==> src/core/mmpm_map.svh <==
// Register offsets, field positions, reset values and timing for the magnetometer power control
`ifndef MMPM_MAP_SVH
`define MMPM_MAP_SVH

// ----------------------------------------
// Register offsets
// ----------------------------------------
`define MMPM_ADDR_IDENTITY 8'h40
`define MMPM_ADDR_X_LO 8'h42
`define MMPM_ADDR_X_HI 8'h43
`define MMPM_ADDR_Y_LO 8'h44
`define MMPM_ADDR_Y_HI 8'h45
`define MMPM_ADDR_Z_LO 8'h46
`define MMPM_ADDR_Z_HI 8'h47
`define MMPM_ADDR_R_LO 8'h48
`define MMPM_ADDR_R_HI 8'h49
`define MMPM_ADDR_POWER 8'h4B
`define MMPM_ADDR_OPSEL 8'h4C
`define MMPM_ADDR_PLANAR 8'h51
`define MMPM_ADDR_VERTICAL 8'h52
`define MMPM_ADDR_TRIM 8'h5D

// ----------------------------------------
// Field positions
// ----------------------------------------
`define MMPM_PWR_BIT 0
`define MMPM_SPI3_BIT 2
`define MMPM_SOFTRST_BIT 7
`define MMPM_MODE_LSB 1
`define MMPM_MODE_MSB 2
`define MMPM_RATE_LSB 3
`define MMPM_RATE_MSB 5

// ----------------------------------------
// Reset values
// ----------------------------------------
`define MMPM_POWER_RST 8'h00
`define MMPM_OPSEL_RST 8'h06
`define MMPM_REPEAT_RST 8'h01
`define MMPM_TRIM_RST 8'h00
`define MMPM_IDENTITY_VAL 8'h5A

// ----------------------------------------
// Timing, in ns
// ----------------------------------------
`define MMPM_CLK_NS 10
`define MMPM_T_STARTUP_NS 300000
`define MMPM_T_PLANAR_NS 145000
`define MMPM_T_VERTICAL_NS 500000
`define MMPM_T_BASE_NS 980000
`define MMPM_T_RATE_UNIT_NS 12500000

`endif

==> src/core/mmpm_pkg.sv <==
// Types for the magnetometer power control
package mmpm_pkg;

   // ----------------------------------------
   // Power states
   // ----------------------------------------
   typedef enum logic [2:0] {
      MMPM_POWER_OFF = 3'b000,
      MMPM_STARTUP = 3'b001,
      MMPM_SUSPEND = 3'b010,
      MMPM_SLEEP = 3'b011,
      MMPM_NORMAL = 3'b100,
      MMPM_FORCED = 3'b101
   } mmpm_state_t;

   // ----------------------------------------
   // Measure mode field encodings
   // ----------------------------------------
   typedef enum logic [1:0] {
      MMPM_MODE_NORMAL = 2'b00,
      MMPM_MODE_FORCED = 2'b01,
      MMPM_MODE_RSVD = 2'b10,
      MMPM_MODE_SLEEP = 2'b11
   } mmpm_mode_t;

endpackage

==> src/core/mmpm_top.sv <==
// Power mode controller of the magnetometer part
`timescale 1ns/1ps
`include "mmpm_map.svh"
module mmpm_top #(
   parameter int STARTUP_CYC = `MMPM_T_STARTUP_NS / `MMPM_CLK_NS,
   parameter int PLANAR_CYC = `MMPM_T_PLANAR_NS / `MMPM_CLK_NS,
   parameter int VERTICAL_CYC = `MMPM_T_VERTICAL_NS / `MMPM_CLK_NS,
   parameter int BASE_CYC = `MMPM_T_BASE_NS / `MMPM_CLK_NS,
   parameter int RATE_UNIT_CYC = `MMPM_T_RATE_UNIT_NS / `MMPM_CLK_NS,
   // Arbitrary identity value
   parameter logic [7:0] IDENTITY = `MMPM_IDENTITY_VAL
) (
   // Clock and reset
   input wire logic i_mclk,
   input wire logic i_reset,
   // Supplies and protocol
   input wire logic i_core_supply_ok,
   input wire logic i_io_supply_ok,
   input wire logic i_spi_mode,
   input wire logic [7:0] i_nvm_trim,
   // Register access
   input wire logic i_reg_wr,
   input wire logic i_reg_rd,
   input wire logic [7:0] i_reg_addr,
   input wire logic [7:0] i_reg_wdata,
   output logic o_rd_valid,
   output logic [7:0] o_rd_data,
   output logic o_rd_drive,
   // Sensor front end
   input wire logic [12:0] i_field_x,
   input wire logic [12:0] i_field_y,
   input wire logic [14:0] i_field_z,
   input wire logic [13:0] i_plate_res,
   // Status
   output mmpm_pkg::mmpm_state_t o_state,
   output logic o_spi3_wire
);
   import mmpm_pkg::*;

   mmpm_state_t state;
   mmpm_state_t next_state;
   logic [7:0] power_control;
   logic [7:0] next_power_control;
   logic [7:0] operation_select;
   logic [7:0] next_operation_select;
   logic [7:0] planar_repeats;
   logic [7:0] next_planar_repeats;
   logic [7:0] vertical_repeats;
   logic [7:0] next_vertical_repeats;
   logic [7:0] trim;
   logic [7:0] next_trim;
   logic [12:0] first_axis_result;
   logic [12:0] next_first_axis_result;
   logic [12:0] second_axis_result;
   logic [12:0] next_second_axis_result;
   logic [14:0] third_axis_result;
   logic [14:0] next_third_axis_result;
   logic [13:0] plate_resistance_result;
   logic [13:0] next_plate_resistance_result;
   logic [31:0] cnt;
   logic [31:0] next_cnt;
   logic next_rd_valid;
   logic [7:0] next_rd_data;
   logic next_rd_drive;
   logic meas_start;
   logic meas_stop;
   logic meas_busy;
   logic meas_done;
   logic supplies_ok;
   logic access_ok;
   logic wr_ok;
   logic active;
   logic [1:0] wr_mode;
   logic [31:0] period_lim;

   // ----------------------------------------
   // Measurement timer
   // ----------------------------------------
   mmpm_meas #(
      .PLANAR_CYC(PLANAR_CYC),
      .VERTICAL_CYC(VERTICAL_CYC),
      .BASE_CYC(BASE_CYC)
   ) u_meas (
      .i_mclk(i_mclk),
      .i_reset(i_reset),
      .i_start(meas_start),
      .i_stop(meas_stop),
      .i_planar(planar_repeats),
      .i_vertical(vertical_repeats),
      .o_busy(meas_busy),
      .o_done(meas_done)
   );

   // ----------------------------------------
   // Register read mux
   // ----------------------------------------
   function automatic logic [7:0] read_mux(input logic [7:0] addr);
      case (addr)
         `MMPM_ADDR_IDENTITY: read_mux = IDENTITY;
         `MMPM_ADDR_X_LO: read_mux = {first_axis_result[4:0], 3'h0};
         `MMPM_ADDR_X_HI: read_mux = first_axis_result[12:5];
         `MMPM_ADDR_Y_LO: read_mux = {second_axis_result[4:0], 3'h0};
         `MMPM_ADDR_Y_HI: read_mux = second_axis_result[12:5];
         `MMPM_ADDR_Z_LO: read_mux = {third_axis_result[6:0], 1'h0};
         `MMPM_ADDR_Z_HI: read_mux = third_axis_result[14:7];
         `MMPM_ADDR_R_LO: read_mux = {plate_resistance_result[5:0], 2'h0};
         `MMPM_ADDR_R_HI: read_mux = plate_resistance_result[13:6];
         `MMPM_ADDR_POWER: read_mux = power_control;
         `MMPM_ADDR_OPSEL: read_mux = operation_select;
         `MMPM_ADDR_PLANAR: read_mux = planar_repeats;
         `MMPM_ADDR_VERTICAL: read_mux = vertical_repeats;
         `MMPM_ADDR_TRIM: read_mux = trim;
         default: read_mux = 8'h00;
      endcase
   endfunction

   // ----------------------------------------
   // Next state and registers
   // ----------------------------------------
   always_comb begin
      supplies_ok = i_core_supply_ok && i_io_supply_ok;
      active = (state == MMPM_NORMAL) || (state == MMPM_FORCED);
      wr_mode = i_reg_wdata[`MMPM_MODE_MSB:`MMPM_MODE_LSB];
      period_lim = 32'(RATE_UNIT_CYC)
                 * (32'h00000008 - {29'h0, operation_select[`MMPM_RATE_MSB:`MMPM_RATE_LSB]});
      case (state)
         MMPM_SUSPEND: access_ok = (i_reg_addr == `MMPM_ADDR_POWER);
         MMPM_SLEEP, MMPM_NORMAL, MMPM_FORCED: access_ok = 1'b1;
         default: access_ok = 1'b0;
      endcase
      wr_ok = i_reg_wr && access_ok;
      next_state = state;
      next_power_control = power_control;
      next_operation_select = operation_select;
      next_planar_repeats = planar_repeats;
      next_vertical_repeats = vertical_repeats;
      next_trim = trim;
      next_first_axis_result = first_axis_result;
      next_second_axis_result = second_axis_result;
      next_third_axis_result = third_axis_result;
      next_plate_resistance_result = plate_resistance_result;
      next_cnt = cnt;
      meas_start = 1'b0;
      meas_stop = 1'b0;
      // Plain register writes
      if (wr_ok) begin
         case (i_reg_addr)
            `MMPM_ADDR_POWER: next_power_control = i_reg_wdata & 8'h7F;
            `MMPM_ADDR_OPSEL: next_operation_select = i_reg_wdata;
            `MMPM_ADDR_PLANAR: next_planar_repeats = i_reg_wdata;
            `MMPM_ADDR_VERTICAL: next_vertical_repeats = i_reg_wdata;
            default: next_state = state;
         endcase
      end
      // Results land as one set
      if (meas_done && active) begin
         next_first_axis_result = i_field_x;
         next_second_axis_result = i_field_y;
         next_third_axis_result = i_field_z;
         next_plate_resistance_result = i_plate_res;
      end
      case (state)
         MMPM_POWER_OFF: begin
            next_cnt = 32'h00000000;
            if (supplies_ok) begin
               next_state = MMPM_STARTUP;
            end
         end
         MMPM_STARTUP: begin
            next_cnt = cnt + 32'h00000001;
            if (cnt == 32'(STARTUP_CYC - 1)) begin
               next_trim = i_nvm_trim;
               next_state = MMPM_SUSPEND;
            end
         end
         MMPM_SUSPEND: begin
            if (wr_ok && i_reg_wdata[`MMPM_PWR_BIT]) begin
               next_state = MMPM_SLEEP;
            end
         end
         MMPM_SLEEP: begin
            if (wr_ok && i_reg_addr == `MMPM_ADDR_OPSEL) begin
               if (wr_mode == MMPM_MODE_NORMAL) begin
                  next_state = MMPM_NORMAL;
                  next_cnt = 32'h00000000;
                  meas_start = 1'b1;
               end else if (wr_mode == MMPM_MODE_FORCED) begin
                  next_state = MMPM_FORCED;
                  meas_start = 1'b1;
               end
            end
         end
         MMPM_NORMAL: begin
            next_cnt = cnt + 32'h00000001;
            if (cnt >= period_lim - 32'h00000001) begin
               next_cnt = 32'h00000000;
               meas_start = 1'b1;
            end
            if (wr_ok && i_reg_addr == `MMPM_ADDR_OPSEL && wr_mode == MMPM_MODE_SLEEP) begin
               next_state = MMPM_SLEEP;
            end
         end
         MMPM_FORCED: begin
            if (meas_done) begin
               next_operation_select[`MMPM_MODE_MSB:`MMPM_MODE_LSB] = MMPM_MODE_SLEEP;
               next_state = MMPM_SLEEP;
            end
            if (wr_ok && i_reg_addr == `MMPM_ADDR_OPSEL) begin
               if (wr_mode == MMPM_MODE_SLEEP) begin
                  next_state = MMPM_SLEEP;
               end else if (wr_mode == MMPM_MODE_FORCED) begin
                  next_state = MMPM_FORCED;
                  meas_start = 1'b1;
               end
            end
         end
         default: next_state = MMPM_POWER_OFF;
      endcase
      // Soft reset: defaults, back to sleep
      if (wr_ok && i_reg_addr == `MMPM_ADDR_POWER && i_reg_wdata[`MMPM_SOFTRST_BIT]
          && i_reg_wdata[`MMPM_PWR_BIT] && state != MMPM_SUSPEND) begin
         next_state = MMPM_SLEEP;
         next_operation_select = `MMPM_OPSEL_RST;
         next_planar_repeats = `MMPM_REPEAT_RST;
         next_vertical_repeats = `MMPM_REPEAT_RST;
         next_first_axis_result = 13'h0000;
         next_second_axis_result = 13'h0000;
         next_third_axis_result = 15'h0000;
         next_plate_resistance_result = 14'h0000;
      end
      // Power bit cleared from sleep or active
      if (wr_ok && i_reg_addr == `MMPM_ADDR_POWER && !i_reg_wdata[`MMPM_PWR_BIT]
          && (state == MMPM_SLEEP || active)) begin
         next_state = MMPM_SUSPEND;
      end
      // Suspend keeps only power control and trim
      if (next_state == MMPM_SUSPEND) begin
         next_operation_select = `MMPM_OPSEL_RST;
         next_planar_repeats = `MMPM_REPEAT_RST;
         next_vertical_repeats = `MMPM_REPEAT_RST;
         next_first_axis_result = 13'h0000;
         next_second_axis_result = 13'h0000;
         next_third_axis_result = 15'h0000;
         next_plate_resistance_result = 14'h0000;
      end
      // Supply loss overrides everything
      if (!supplies_ok) begin
         next_state = MMPM_POWER_OFF;
         next_power_control = `MMPM_POWER_RST;
         next_operation_select = `MMPM_OPSEL_RST;
         next_planar_repeats = `MMPM_REPEAT_RST;
         next_vertical_repeats = `MMPM_REPEAT_RST;
         next_trim = `MMPM_TRIM_RST;
         next_first_axis_result = 13'h0000;
         next_second_axis_result = 13'h0000;
         next_third_axis_result = 15'h0000;
         next_plate_resistance_result = 14'h0000;
      end
      if (next_state != MMPM_NORMAL && next_state != MMPM_FORCED) begin
         meas_stop = 1'b1;
      end
      // Read answer
      next_rd_valid = i_reg_rd;
      next_rd_data = 8'h00;
      next_rd_drive = 1'b0;
      if (i_reg_rd) begin
         if (access_ok) begin
            next_rd_data = read_mux(i_reg_addr);
            next_rd_drive = 1'b1;
         end else begin
            next_rd_drive = !i_spi_mode;
         end
      end
   end

   always_ff @(posedge i_mclk) begin
      if (i_reset) begin
         state <= MMPM_POWER_OFF;
         power_control <= `MMPM_POWER_RST;
         operation_select <= `MMPM_OPSEL_RST;
         planar_repeats <= `MMPM_REPEAT_RST;
         vertical_repeats <= `MMPM_REPEAT_RST;
         trim <= `MMPM_TRIM_RST;
         first_axis_result <= 13'h0000;
         second_axis_result <= 13'h0000;
         third_axis_result <= 15'h0000;
         plate_resistance_result <= 14'h0000;
         cnt <= 32'h00000000;
         o_rd_valid <= 1'b0;
         o_rd_data <= 8'h00;
         o_rd_drive <= 1'b0;
         o_state <= MMPM_POWER_OFF;
         o_spi3_wire <= 1'b0;
      end else begin
         state <= next_state;
         power_control <= next_power_control;
         operation_select <= next_operation_select;
         planar_repeats <= next_planar_repeats;
         vertical_repeats <= next_vertical_repeats;
         trim <= next_trim;
         first_axis_result <= next_first_axis_result;
         second_axis_result <= next_second_axis_result;
         third_axis_result <= next_third_axis_result;
         plate_resistance_result <= next_plate_resistance_result;
         cnt <= next_cnt;
         o_rd_valid <= next_rd_valid;
         o_rd_data <= next_rd_data;
         o_rd_drive <= next_rd_drive;
         o_state <= next_state;
         o_spi3_wire <= next_power_control[`MMPM_SPI3_BIT];
      end
   end
endmodule

==> src/core/mmpm_meas.sv <==
// Measurement cycle timer of the magnetometer
`timescale 1ns/1ps
module mmpm_meas #(
   parameter int PLANAR_CYC = 14500,
   parameter int VERTICAL_CYC = 50000,
   parameter int BASE_CYC = 98000
) (
   // Clock and reset
   input wire logic i_mclk,
   input wire logic i_reset,
   // Control
   input wire logic i_start,
   input wire logic i_stop,
   input wire logic [7:0] i_planar,
   input wire logic [7:0] i_vertical,
   // Status
   output logic o_busy,
   output logic o_done
);
   logic [31:0] cnt;
   logic [31:0] next_cnt;
   logic next_busy;
   logic next_done;
   logic [31:0] total;

   // ----------------------------------------
   // Cycle length and countdown
   // ----------------------------------------
   always_comb begin
      total = 32'(BASE_CYC) + 32'(PLANAR_CYC) * {24'h000000, i_planar}
            + 32'(VERTICAL_CYC) * {24'h000000, i_vertical};
      next_cnt = cnt;
      next_busy = o_busy;
      next_done = 1'b0;
      if (i_stop) begin
         next_busy = 1'b0;
      end else if (i_start) begin
         // Restart drops the unfinished cycle, no done for it
         next_cnt = total - 32'h00000001;
         next_busy = 1'b1;
      end else if (o_busy) begin
         if (cnt == 32'h00000000) begin
            next_busy = 1'b0;
            next_done = 1'b1;
         end else begin
            next_cnt = cnt - 32'h00000001;
         end
      end
   end

   always_ff @(posedge i_mclk) begin
      if (i_reset) begin
         cnt <= 32'h00000000;
         o_busy <= 1'b0;
         o_done <= 1'b0;
      end else begin
         cnt <= next_cnt;
         o_busy <= next_busy;
         o_done <= next_done;
      end
   end

endmodule

==> config.mk <==
export PLATFORM = sky130hd
export DESIGN_NAME = mmpm_top
export DESIGN_NICKNAME = d
export VERILOG_FILES = /design/src/core/mmpm_pkg.sv /design/src/core/mmpm_top.sv /design/src/core/mmpm_meas.sv
export VERILOG_INCLUDE_DIRS = /design/src /design/src/core
export SDC_FILE = /design/constraint.sdc
export NUM_CORES = 1
export LEC_CHECK = 0
export BUFFER_PORTS_ARGS = -buffer_cell sky130_fd_sc_hd__buf_4
export CORE_ASPECT_RATIO = 1.4
export CORE_MARGIN = 2
export CORE_UTILIZATION = 30
export DETAILED_ROUTE_END_ITERATION = 8
export GPL_TIMING_DRIVEN = 0
export PLACE_DENSITY = 0.48
export RECOVER_POWER = 25
export REMOVE_ABC_BUFFERS = 1
export SLEW_MARGIN = 15
export SYNTH_ARGS = -nofsm -noshare
export SYNTH_HDL_FRONTEND = slang
export SYNTH_SLANG_ARGS = --single-unit
==> constraint.sdc <==
create_clock -name i_mclk -period 10.25 [get_ports i_mclk]
set_clock_uncertainty 0.15 [all_clocks]
set_input_delay 2.05 -clock i_mclk [delete_from_list [all_inputs] [get_ports i_mclk]]
set_output_delay 2.05 -clock i_mclk [all_outputs]
set_load 0.02 [all_outputs]
==> reports/metrics.yaml <==
timing:
  finalSetupTns_ns: 0
  hold_viol_final: 0
  slew_violations: 58
  setup_viol: 0
  fin_crit_sh_pct: 87.9
  min_period_ns: 9.01
  timing.fmax_mhz: 111
  slew_headroom_pct: -105
  rsz0062_at_grt: "false"
  tightest_slew_ns: 3.04
  whs_ns: 0.306
placed_design:
  dp_hpwl_microns: 33400
  dpl-instance-area_sq_um: 16200
  io_buffers: 99
  gp_congestion: 0.827
floorplan:
  rows: 96
  coreArea_sq_um: 48800
  die_area_sq_um: 50900
  die_y_microns: 266
  die_x_microns: 191
  start_util_pct: 30.2
  ios: 100
detailed_routing:
  drc_errors: 0
  drt_iter0_markers: 562
  vias: 13200
  wl_per_cell_microns: 16.4
  wirelength_microns: 42100
  firstDrtPassIters: 5
  viasPerCell: 5.14
  final_antenna_net_count: 0
final_layout:
  diodes: 0
  design_area_sq_um: 16700
  most-common-layout-cells: "nand2_1, ha_1, dfxtp_1"
  final_common_cell: "nand2_1"
  utilization_pct: 34.3
  drive_gt1_share_pct: 7.81
  multi_input_area_sq_um: 10400
  fillers: 5231
  regArea_sq_um: 3460
  num-nets-final: 2255
  syn2layout_area_growth_pct: 13.6
synthesis:
  yosys_warnings: 0
  yosys_register_bits: 173
  ys.flop_type: "dfxtp_1"
  yosysUniqueCellTypes: 77
  netlist_area_sq_um: 14700
  synth_edf_count: 0
  ys_seq_area_share_pct: 23.5
  synth_cells: 1864
  synth.avg_cell_area_sq_um: 7.90
  ys_async_sr_fraction_pct: 0
hold_path:
  min_path_type: "flip-flop to flip-flop"
clock_tree:
  cts_max_level: 4
  cts_tree: "done"
  ctsHoldBuffers: 0
  root_buffer: "clkbuf_16"
  path_clk_slew_ns: 0.08
  cts_buffers: 17
  clockBufferDepth: 2
  ctsResizeCount: 0
  cts_setup_buffers: 0
  cts_sinks: 173
  clk_latency_ns: 0.47
critical_path:
  cp_common_cell: "ha_1"
  required_ns: 10.38
  crit_fanout: 49
  crit_arrival_ns: 9.14
  crit_buf_inv: 1
  startpoint_type: "flip-flop"
  cp_top_family: "compound AO/OA/AOI/OAI gates"
  worst_setup_path_end_kind: "flip-flop"
  crit_path_max_incr_delay_ns: 0.88
  critPathSlowestCell: "o41ai_1"
  worstSetupPathType: "flip-flop to flip-flop"
power_and_ir_drop:
  p_total_mw: 1.42
  p_per_area_nw_per_um2: 85.0
  ir_worst_vdd_v: 0.000115
  p_leak_nw: 7.10
grt:
  grt_pass1_wl_microns: 68200
  first_global_vias: 13100
  grt_overflow: 0
  antenna_found_initial: 0
  grt_max_degree: 50
  grt_usage_pct: 16.8
run_status:
  failed_checks: "max-capacitance violations, max-slew violations"
  status: "complete, but fails checks"
run:
  cap_violations: 2
[per-layer routing]
layer / vias up / part of all wire, % / global-route usage, %
met5: - / 0 / 0
met4: 0 / 1.9 / 5.20
met3: 42 / 2.6 / 2.19
met2: 183 / 53 / 31.8
met1: 6264 / 42 / 19.3
li1: 6726 / - / -
[synth_stat cells (20+ instances only)]
cell        n  share of area [%]
dfxtp_1   173                 24
fa_1       28                3.8
inv_1     156                4.0
nand4_1    34                1.4
xnor2_1    54                3.2
a22oi_1    21                1.1
nand2_1   228                5.8
a21o_1     27                1.4
nor3_1     48                1.6
xor2_1     65                3.9
mux2i_1    20                1.4
clkbuf_1   59                1.5
nor4_1     26                1.1
nor2_1    145                3.7
ha_1      221                 19
a21oi_1   155                5.3
o21ai_0    81                2.8
nand3_1    54                1.8
[per-stage QoR]
step	std cells	setup WS [ns]
finish	2570	1.24
global route	2570	0.397
CTS	2570	1.24
detailed placement	2538	1.26
global placement	2530	0.291
floorplan	1794	2.39
[path summary, 6_finish.rpt]
path	start	end	slack, ns	depth (start not counted)
worst max-delay path	operation_select[3]$_SDFFE_PP0P_	u_meas.cnt[22]$_SDFFE_PP0P_	1.24	25
worst min register to register	u_meas.cnt[29]$_SDFFE_PP0P_	u_meas.cnt[29]$_SDFFE_PP0P_	0.31	2
worst min-delay path	u_meas.cnt[29]$_SDFFE_PP0P_	u_meas.cnt[29]$_SDFFE_PP0P_	0.31	2
worst max register to register	operation_select[3]$_SDFFE_PP0P_	u_meas.cnt[22]$_SDFFE_PP0P_	1.24	25
[worst min-delay path: stages (launching register included)]
cell	delay, ns
dfxtp_1	0.31
nand2_1	0.05
a21oi_1	0.05
[kinds of logic (layout without fill, tap and decap cells)]
| group | after synthesis | in the layout | synth area share [%] |
|---|---|---|---|
| fa+ha+maj | 249 | 249 | 22.6 |
| xor+xnor | 119 | 119 | 7.08 |
| simple gates | 647 | 647 | 20.8 |
| other cells | 1 | 1 | 0.0255 |
| buf+inv | 226 | 295 | 5.87 |
| mux | 24 | 24 | 1.74 |
| compound gates | 425 | 425 | 18.3 |
| flops | 173 | 173 | 23.5 |
[state kept, by name, indices dropped and copies added (netlist names)]
register / cells
o_rd_data: 8
first_axis_result: 13
trim: 8
u_meas.cnt: 32
vertical_repeats: 8
operation_select: 8
o_rd_valid: 1
third_axis_result: 15
state: 3
u_meas.o_done: 1
cnt: 32
u_meas.o_busy: 1
o_rd_drive: 1
second_axis_result: 13
plate_resistance_result: 14
planar_repeats: 8
power_control: 7
[area by class of cell]
cell class	instances	share of cell area, %
multi-input cells	1465	62.4
flip-flops and latches	173	20.7
repair buffers	107	4.84
well taps	637	4.77
inverters	156	3.50
clock buffers	17	2.54
clock inverters	15	1.23
[where the power goes]
part,total [mW],internal [mW],switching (mW)
clock network,0.687,0.336,0.351
registers,0.672,0.672,0.000594
logic,0.0616,0.0287,0.0329
total,1.42,1.04,0.385
No activity file was read; power rests on OpenSTA's default activity.
